File: src/hpfm_pkg.sv
// package: limits, timing constants and carrier types for the home position fault monitor
package hpfm_pkg;
  localparam int unsigned CLK_HZ           = 40_000_000;
  localparam int unsigned MS_TICK_CYCLES   = CLK_HZ / 1000;
  localparam int unsigned CNT_W            = 16;
  localparam int unsigned N_STEP           = 3;
  localparam int unsigned N_TIMED          = 3;
  localparam int unsigned N_MECH           = 7;
  localparam logic [15:0] GATE_LEAVE_PULSES  = 16'd36;
  localparam logic [15:0] GATE_ARRIVE_PULSES = 16'd22;
  localparam logic [15:0] FENCE_LEAVE_PULSES = 16'd400;
  localparam logic [15:0] FENCE_ARRIVE_PULSES = 16'd600;
  localparam logic [15:0] LIFT_LEAVE_PULSES  = 16'd36;
  localparam logic [15:0] LIFT_ARRIVE_PULSES = 16'd22;
  localparam logic [15:0] TIMED_LIMIT_MS     = 16'd400;
  localparam logic [15:0] PUNCH_ROT_MS       = 16'd30;
  localparam logic [15:0] PUNCH_ENC_MS       = 16'd5;
  localparam logic [15:0] PUNCH_HOME_MS      = 16'd400;
  localparam logic [15:0] CNT_RESET          = 16'h0000;
  localparam logic [1:0]  LEVEL_NONE         = 2'h0;

  typedef enum logic [1:0] {
    HPFM_IDLE   = 2'b00,
    HPFM_LEAVE  = 2'b01,
    HPFM_ARRIVE = 2'b10
  } hpfm_move_t;

  // one move request from the sequencer: start pulse, direction and stop
  typedef struct packed {
    logic start;
    logic toward_home;
    logic stop;
  } hpfm_cmd_t;

  // fault report per mechanism
  typedef struct packed {
    logic jam;
    logic service_call_error;
  } hpfm_flag_t;
endpackage
File: src/hpfm_channel.sv
// one supervised channel: move counter, limit check, jam then service call escalation
`timescale 1ns/10ps
module hpfm_channel #(
  parameter logic [15:0] LEAVE_LIMIT  = 16'd36,
  parameter logic [15:0] ARRIVE_LIMIT = 16'd22
) (
  input  wire logic               clk,
  input  wire logic               reset_n,
  input  wire hpfm_pkg::hpfm_cmd_t cmd,
  input  wire logic               advance,
  input  wire logic               home_position,
  input  wire logic               extra_fault,
  input  wire logic               clear_jam,
  input  wire logic               clear_all,
  output hpfm_pkg::hpfm_flag_t    flags,
  output logic                    fault_pulse
);
  hpfm_pkg::hpfm_move_t move_reg, move_next;
  logic [15:0] cnt_reg, cnt_next;
  logic        seen_reg;
  logic        jam_reg;
  logic        sc_reg;

  wire leaving   = (move_reg == hpfm_pkg::HPFM_LEAVE);
  wire arriving  = (move_reg == hpfm_pkg::HPFM_ARRIVE);
  wire leave_bad = leaving && home_position && (cnt_reg > LEAVE_LIMIT);
  wire arrive_bad = arriving && !home_position && (cnt_reg > ARRIVE_LIMIT);
  wire fault     = leave_bad || arrive_bad || extra_fault;
  wire done      = (leaving && !home_position) || (arriving && home_position) || cmd.stop;

  always_comb begin
    move_next = move_reg;
    cnt_next  = cnt_reg;
    if (cmd.start) begin
      move_next = cmd.toward_home ? hpfm_pkg::HPFM_ARRIVE : hpfm_pkg::HPFM_LEAVE;
      cnt_next  = hpfm_pkg::CNT_RESET;
    end else if (fault || done) begin
      move_next = hpfm_pkg::HPFM_IDLE;
    end else if (advance && move_reg != hpfm_pkg::HPFM_IDLE && cnt_reg != 16'hffff) begin
      cnt_next = cnt_reg + 16'h0001;
    end
  end

  always_ff @(posedge clk or negedge reset_n) begin
    if (!reset_n) begin
      move_reg <= hpfm_pkg::HPFM_IDLE;
      cnt_reg  <= hpfm_pkg::CNT_RESET;
      seen_reg <= 1'b0;
      jam_reg  <= 1'b0;
      sc_reg   <= 1'b0;
    end else begin
      move_reg <= move_next;
      cnt_reg  <= cnt_next;
      // new detection wins over a same-cycle clear
      if (fault) begin
        seen_reg <= 1'b1;
        jam_reg  <= !seen_reg || jam_reg;
        sc_reg   <= seen_reg || sc_reg;
      end else begin
        if (clear_jam || clear_all) jam_reg <= 1'b0;
        if (clear_all) begin
          seen_reg <= 1'b0;
          sc_reg   <= 1'b0;
        end
      end
    end
  end

  assign flags       = '{jam: jam_reg, service_call_error: sc_reg};
  assign fault_pulse = fault;
endmodule

File: src/hpfm_monitor.sv
// top: home position fault monitor for gate, fence, lift, punch, paddle and two jogger fences
// What this block does
// - gate leaving home: fault if home still seen after more than 36 pulses
// - gate going home: fault if home not seen after more than 22 pulses
// - first fault of a mechanism raises jam, the second raises service call
// - side fence leaving home: fault if home seen after more than 400 pulses
// - side fence going home: fault if home unseen after more than 600 pulses
// - roller lift leaving home: fault if home seen after more than 36 pulses
// - roller lift going home: fault if home unseen after more than 22 pulses
// - punch unit absent during initialization is a punch fault
// - no punch rotation 30 ms after motor on from home is a fault
// - no punch encoder pulse 5 ms after motor on from home is a fault
// - punch home not seen 400 ms after motor on is a fault
// - paddle and jogger fences: home still seen over 400 ms after leaving starts
// - paddle and jogger fences: home unseen 400 ms after going home starts
`timescale 1ns/10ps
module hpfm_monitor #(
  parameter int unsigned MS_CYCLES = hpfm_pkg::MS_TICK_CYCLES
) (
  input  wire logic                                  clk,
  input  wire logic                                  reset_n,
  input  wire hpfm_pkg::hpfm_cmd_t [2:0]             step_cmd,
  input  wire logic [2:0]                            step_pulse,
  input  wire logic [2:0]                            step_home_position,
  input  wire hpfm_pkg::hpfm_cmd_t [2:0]             timed_cmd,
  input  wire logic [2:0]                            timed_home_position,
  input  wire logic                                  punch_motor_on,
  input  wire logic                                  punch_init,
  input  wire logic                                  punch_present,
  input  wire logic                                  punch_rotation,
  input  wire logic                                  punch_encoder,
  input  wire logic                                  punch_home_position,
  input  wire logic                                  clear_jam,
  input  wire logic                                  clear_all,
  output hpfm_pkg::hpfm_flag_t [6:0]                 mech_flags,
  output logic                                       jam_any,
  output logic                                       service_call_error_any
);
  // channels: 0 junction_gate, 1 side fence, 2 roller lift, 3 punch, 4 paddle, 5 fence 1, 6 fence 2
  localparam logic [15:0] LEAVE_TBL [3]  = '{hpfm_pkg::GATE_LEAVE_PULSES,
                                             hpfm_pkg::FENCE_LEAVE_PULSES,
                                             hpfm_pkg::LIFT_LEAVE_PULSES};
  localparam logic [15:0] ARRIVE_TBL [3] = '{hpfm_pkg::GATE_ARRIVE_PULSES,
                                             hpfm_pkg::FENCE_ARRIVE_PULSES,
                                             hpfm_pkg::LIFT_ARRIVE_PULSES};

  // pins from motors and sensors pass two flops before any logic
  localparam int unsigned PIN_W = 15;
  logic [PIN_W-1:0] pin_meta_reg, pin_sync_reg;
  logic [2:0]       pulse_last_reg;
  logic             rot_last_reg, enc_last_reg;
  wire [PIN_W-1:0]  pin_raw = {step_pulse,
                               step_home_position,
                               timed_home_position,
                               punch_present,
                               punch_rotation,
                               punch_encoder,
                               punch_home_position,
                               punch_motor_on,
                               punch_init};
  wire [2:0] pulse_s   = pin_sync_reg[14:12];
  wire [2:0] step_hp_s = pin_sync_reg[11:9];
  wire [2:0] timed_hp_s = pin_sync_reg[8:6];
  wire present_s = pin_sync_reg[5];
  wire rot_s     = pin_sync_reg[4];
  wire enc_s     = pin_sync_reg[3];
  wire punch_hp_s = pin_sync_reg[2];
  wire motor_on_s = pin_sync_reg[1];
  wire init_s    = pin_sync_reg[0];
  // rising edges only; history resets low, the idle level of these pins
  wire [2:0] pulse_edge = pulse_s & ~pulse_last_reg;
  wire rot_edge  = rot_s & ~rot_last_reg;
  wire enc_edge  = enc_s & ~enc_last_reg;

  // millisecond tick shared by timed channels and punch
  logic [31:0] tick_cnt_reg;
  // free running, so a move may see its first tick up to one ms early
  wire         ms_tick = (tick_cnt_reg == MS_CYCLES - 1);

  always_ff @(posedge clk or negedge reset_n) begin
    if (!reset_n) begin
      pin_meta_reg   <= '0;
      pin_sync_reg   <= '0;
      pulse_last_reg <= 3'h0;
      rot_last_reg   <= 1'b0;
      enc_last_reg   <= 1'b0;
      tick_cnt_reg   <= 32'h0;
    end else begin
      pin_meta_reg   <= pin_raw;
      pin_sync_reg   <= pin_meta_reg;
      pulse_last_reg <= pulse_s;
      rot_last_reg   <= rot_s;
      enc_last_reg   <= enc_s;
      tick_cnt_reg   <= ms_tick ? 32'h0 : tick_cnt_reg + 32'h1;
    end
  end

  logic [6:0] fault_pulse;

  genvar g;
  generate
    // stepper mechanisms count drive pulse edges
    for (g = 0; g < 3; g++) begin : g_step
      hpfm_channel #(
        .LEAVE_LIMIT  (LEAVE_TBL[g]),
        .ARRIVE_LIMIT (ARRIVE_TBL[g])
      ) u_step (
        .clk           (clk),
        .reset_n       (reset_n),
        .cmd           (step_cmd[g]),
        .advance       (pulse_edge[g]),
        .home_position (step_hp_s[g]),
        .extra_fault   (1'b0),
        .clear_jam     (clear_jam),
        .clear_all     (clear_all),
        .flags         (mech_flags[g]),
        .fault_pulse   (fault_pulse[g])
      );
    end
    // dc mechanisms count millisecond ticks against one shared limit
    for (g = 0; g < 3; g++) begin : g_timed
      hpfm_channel #(
        .LEAVE_LIMIT  (hpfm_pkg::TIMED_LIMIT_MS),
        .ARRIVE_LIMIT (hpfm_pkg::TIMED_LIMIT_MS)
      ) u_timed (
        .clk           (clk),
        .reset_n       (reset_n),
        .cmd           (timed_cmd[g]),
        .advance       (ms_tick),
        .home_position (timed_hp_s[g]),
        .extra_fault   (1'b0),
        .clear_jam     (clear_jam),
        .clear_all     (clear_all),
        .flags         (mech_flags[g+4]),
        .fault_pulse   (fault_pulse[g+4])
      );
    end
  endgenerate

  // punch run supervision; motor on edge starts a run, motor off ends it
  logic        motor_last_reg;
  logic        run_reg;
  // rotation and encoder limits apply only to a run started at home
  logic        from_home_reg;
  logic        rot_seen_reg, enc_seen_reg;
  logic [15:0] punch_ms_reg;
  logic        absent_reg;
  wire motor_rise = motor_on_s & ~motor_last_reg;
  // free tick: strict compares keep a punch fault from landing before its time
  wire punch_rot_bad  = run_reg && from_home_reg && !rot_seen_reg && (punch_ms_reg > hpfm_pkg::PUNCH_ROT_MS);
  wire punch_enc_bad  = run_reg && from_home_reg && !enc_seen_reg && (punch_ms_reg > hpfm_pkg::PUNCH_ENC_MS);
  wire punch_home_bad = run_reg && !punch_hp_s && (punch_ms_reg > hpfm_pkg::PUNCH_HOME_MS);
  wire absent_bad     = init_s && !present_s && !absent_reg;
  wire punch_fault_p  = punch_rot_bad | punch_enc_bad | punch_home_bad | absent_bad;
  wire run_end    = run_reg & (~motor_on_s | punch_fault_p);
  // home reached only counts once the cam has left home, else it would pass at motor on
  logic left_home_reg;
  wire  home_done = run_reg && left_home_reg && punch_hp_s;

  always_ff @(posedge clk or negedge reset_n) begin
    if (!reset_n) begin
      motor_last_reg <= 1'b0;
      run_reg        <= 1'b0;
      from_home_reg  <= 1'b0;
      rot_seen_reg   <= 1'b0;
      enc_seen_reg   <= 1'b0;
      left_home_reg  <= 1'b0;
      punch_ms_reg   <= hpfm_pkg::CNT_RESET;
      absent_reg     <= 1'b0;
    end else begin
      motor_last_reg <= motor_on_s;
      // absence reported once per init window, not on every cycle of it
      absent_reg     <= init_s && !present_s; // one report per init window
      if (motor_rise) begin
        run_reg       <= 1'b1;
        from_home_reg <= punch_hp_s;
        rot_seen_reg  <= 1'b0;
        enc_seen_reg  <= 1'b0;
        left_home_reg <= !punch_hp_s;
        punch_ms_reg  <= hpfm_pkg::CNT_RESET;
      // a fault, motor off or home reached closes the run
      end else if (run_end || home_done) begin
        run_reg <= 1'b0;
      end else if (run_reg) begin
        if (rot_edge) rot_seen_reg <= 1'b1;
        if (enc_edge) enc_seen_reg <= 1'b1;
        if (!punch_hp_s) left_home_reg <= 1'b1;
        if (ms_tick && punch_ms_reg != 16'hffff) begin
          punch_ms_reg <= punch_ms_reg + 16'h0001;
        end
      end
    end
  end

  // punch escalation reuses a channel with no move of its own
  hpfm_channel #(
    .LEAVE_LIMIT  (hpfm_pkg::PUNCH_HOME_MS),
    .ARRIVE_LIMIT (hpfm_pkg::PUNCH_HOME_MS)
  ) u_punch (
    .clk           (clk),
    .reset_n       (reset_n),
    .cmd           ('0),
    .advance       (1'b0),
    .home_position (punch_hp_s),
    .extra_fault   (punch_fault_p),
    .clear_jam     (clear_jam),
    .clear_all     (clear_all),
    .flags         (mech_flags[3]),
    .fault_pulse   (fault_pulse[3])
  );

  always_comb begin
    jam_any                = 1'b0;
    service_call_error_any = 1'b0;
    for (int i = 0; i < 7; i++) begin
      jam_any                = jam_any | mech_flags[i].jam;
      service_call_error_any = service_call_error_any | mech_flags[i].service_call_error;
    end
  end
endmodule

File: config.mk
export PLATFORM = sky130hd
export DESIGN_NAME = hpfm_monitor
export DESIGN_NICKNAME = d
export VERILOG_FILES = /design/src/hpfm_pkg.sv /design/src/hpfm_channel.sv /design/src/hpfm_monitor.sv
export SDC_FILE = /design/constraint.sdc
export NUM_CORES = 1
export LEC_CHECK = 0
export BUFFER_PORTS_ARGS = -buffer_cell sky130_fd_sc_hd__buf_2
export CORE_ASPECT_RATIO = 1.4
export CORE_MARGIN = 10
export CORE_UTILIZATION = 25
export CTS_CLUSTER_DIAMETER = 40
export DETAILED_ROUTE_END_ITERATION = 10
export PLACE_DENSITY = 0.44
export SKIP_CTS_REPAIR_TIMING = 1
export SYNTH_ARGS = -nofsm -noshare
export SYNTH_HDL_FRONTEND = slang
export SYNTH_SLANG_ARGS = --single-unit
File: constraint.sdc
create_clock -name clk -period 6.16 [get_ports clk]
set_clock_uncertainty 0.2 [all_clocks]
set_input_delay 1.232 -clock clk [delete_from_list [all_inputs] [get_ports clk]]
set_output_delay 1.232 -clock clk [all_outputs]
set_load 0.005 [all_outputs]
==> results.tsv <==
metric	value	unit
kind of capture point of the worst setup path	flop	
startpoint type of the worst setup path	flop	
first-pass GRT wire length	46400	um
maximum number of buffers from clock root to sink	3	
Reg clk slew, reported paths	0.06	ns
Wirelength per Cell	15.2	um
final clock period utilization by the worst path	62.9	%
crit path time final	3.88	ns
total nets after synthesis	1224	
setup repair after global routing missed its margin	false	
post-detail-place hpwl	18800	um
number of antenna-violating nets in the routed design	0	
portion of synthesized cell area occupied by the leading cell type	49.5	%
initial DRC count	467	
synthesized area per cell	9.46	um2
Worst-Margin Slew	1.11	ns
count of clock tree sinks	219	
end point of the worst hold path	pin_sync_reg[2]	
count of input and output buffers	52	
critical path data required time	6.39	ns
largest net degree at the start of global routing	112	
worst skew pair latency	0.52	ns
fraction of final layout cells with drive strength greater than 1	11.9	%
TritonCTS clock tree	yes	
Hold WC Path Type	reg -> reg	
post-synthesis cell type with the largest combined area	dfrtp_1	
antenna violations before repair	1	
top post-synthesis cells by area	dfrtp_1 (50%), a21oi_1 (3.9%), o21ai_0 (3.9%)	
count of nets after finishing	1264	
count of flip-flops with a built-in enable after synthesis	0	
CTS Buf Count	38	
final design utilization	29.8	%
Max Fanout on Critical Path	30	
routed via count	8918	
most instantiated library cell after synthesis	dfrtp_1	
number of inserted diodes	0	
Fin. Hold Viols	0	
areal power density over the cells	286	nW/um2
endpoint of the lowest-slack register-to-register path	g_timed[1].u_timed.cnt_reg[13]	
IR Drop Worst-Case VDD	145	uV
Die W	198	um
highest cell delay on the worst timing path	0.94	ns
start point of the worst hold path	pin_meta_reg[2]	
setup_tns	0	ns
Global Route Usage Sum	10.5	%
part of the Yosys area used for sequential elements	49.5	%
die extent in y	269	um
count of unique library cells instantiated by Yosys	67	
number of global-route vias before repair	9214	
number of max-slew violations in the final report	0	
H-tree levels	2	
category of cells accounting for the largest share of critical-path delay	simple AND/OR/NAND/NOR gates	
worst hold stages	0	
CORE AREA	43900	um2
outcome	complete, no violations	
residual DRC count	0	
arrival time worst endpoint	4.10	ns
Leak Pwr	5.46	nW
list of most frequent post-synthesis cells	dfrtp_1 (219), nand2_1 (95), a21oi_1 (87), o21ai_0 (87), nor2_1 (66)	
share of synthesized registers carrying an async set or reset	100	%
post-synthesis cell count	1170	
Starting Density	25.2	%
row cnt	91	
ordered cell list for the critical path	inv_1 > ha_1 > or4b_2 > o21ai_0 > a31oi_1 > nand4b_1 > or4_1 > a21oi_1	
critical path startpoint	g_timed[1].u_timed.cnt_reg[0]	
synthesis-stage register bit count	219	
iteration count of the initial detailed-routing pass	4	
fill cell count	4609	
cell with the largest stage delay on the worst path	nand4b_1	
number of buffer and inverter stages on the critical path	1	
worst slew margin relative to its limit	24.2	%
layout overhead on the synthesized area	18.5	%
worst-case register-to-register setup slack	2.28	ns
top flip-flop cell by instance count after synthesis	dfrtp_1	
final routed wirelength across all metal layers	27300	um
launch instance of the worst register-to-register path	g_timed[1].u_timed.cnt_reg[0]	
cells on worst reg2reg path	8	
total I/O pin count	53	
post-synthesis cell area	11100	um2
Worst Path Class, Setup	reg -> reg	
maximum capacitance violations	0	
DIE AREA	53200	um2
Clk Tree Root Cell	clkbuf_16	
Synthesis Warnings	0	
f_max	0.258	GHz
detail-routed via count per cell	4.96	
GP Congestion	0.769	
Final setup viols	0	
gr ovfl total	0	
worst register-to-register path: cells and delay by family (launching register included):
family	cells	cell delay, ns
buffers and inverters	1	0.10
AO/OA/AOI/OAI	3	0.65
adder cells (fa/ha/maj)	1	0.14
flip-flops	1	0.40
AND/OR/NAND/NOR	3	2.30
through the flow:
stage          std cells  power, mW  hold WS (ns)  setup slack [ns]  area (um2)
6_report            1797       3.75         0.141              2.28       13100
5_1_grt             1797       3.91         0.148              1.93       13100
4_1_cts             1797       3.84         0.143              2.30       13100
3_5_place_dp        1728       1.64         0.135              2.28       11800
3_3_place_gp        1728       1.64         0.132              2.39       11800
2_1_floorplan       1170       1.57         0.131              3.32       11100
layer usage:
metal	part of all wire (%)	global-route usage, %	vias up	wire [um]
met3	3.2	1.90	57	874
li1	-	-	4371	-
met2	51	18.9	114	13900
met1	43	12.0	4374	11700
met4	2.9	4.39	2	790
met5	0.062	0	-	17
area by class of cell:
class / count / area [um2] / share of cell area, %
sequential: 219 / 5480 / 41.8
multi-input combinational: 832 / 5080 / 38.7
clock buffer: 45 / 1030 / 7.85
tap: 558 / 698 / 5.33
timing repair buffer: 57 / 320 / 2.44
clock inverter: 24 / 269 / 2.05
inverter: 62 / 233 / 1.78
how the worst max path moves through the flow:
stage	endpoint	slack, ns	cells past startpoint
2_1_floorplan	g_timed[0].u_timed.cnt_reg[9]	3.32	8
3_3_place_gp	g_timed[1].u_timed.cnt_reg[15]	2.39	8
3_5_place_dp	g_timed[1].u_timed.cnt_reg[15]	2.28	8
4_1_cts	g_timed[1].u_timed.cnt_reg[15]	2.30	8
5_1_grt	g_timed[1].u_timed.cnt_reg[15]	1.93	8
6_report	g_timed[1].u_timed.cnt_reg[13]	2.28	8
power by group:
part,internal (mW),leakage (nW),switching (mW),total (mW)
combinational,0.0379,1.88,0.0841,0.122
sequential,1.46,2.94,0.0200,1.48
clock,1.35,0.640,0.796,2.15
total,2.85,5.46,0.900,3.75
cell usage in the layout (no fill, tap or decap), drive strengths merged, types with 20 or more instances in the layout:
cell type	count
dfrtp	219
nand2	95
o21ai	88
a21oi	87
inv	74
nor2	66
nand3	64
or3	63
buf	57
clkbuf	45
nand4	33
or4	28
nor4	28
xnor2	26
nor3	21
o31ai	20
cell families after synthesis:
logic type	Yosys count	share of synthesized area [%]
simple gates	474	23.2
compound gates	280	15.6
flops	219	49.5
buf+inv	119	4.60
xor+xnor	42	3.33
mux	19	1.82
fa+ha+maj	17	1.92
Power figures use the tool's default switching activity.
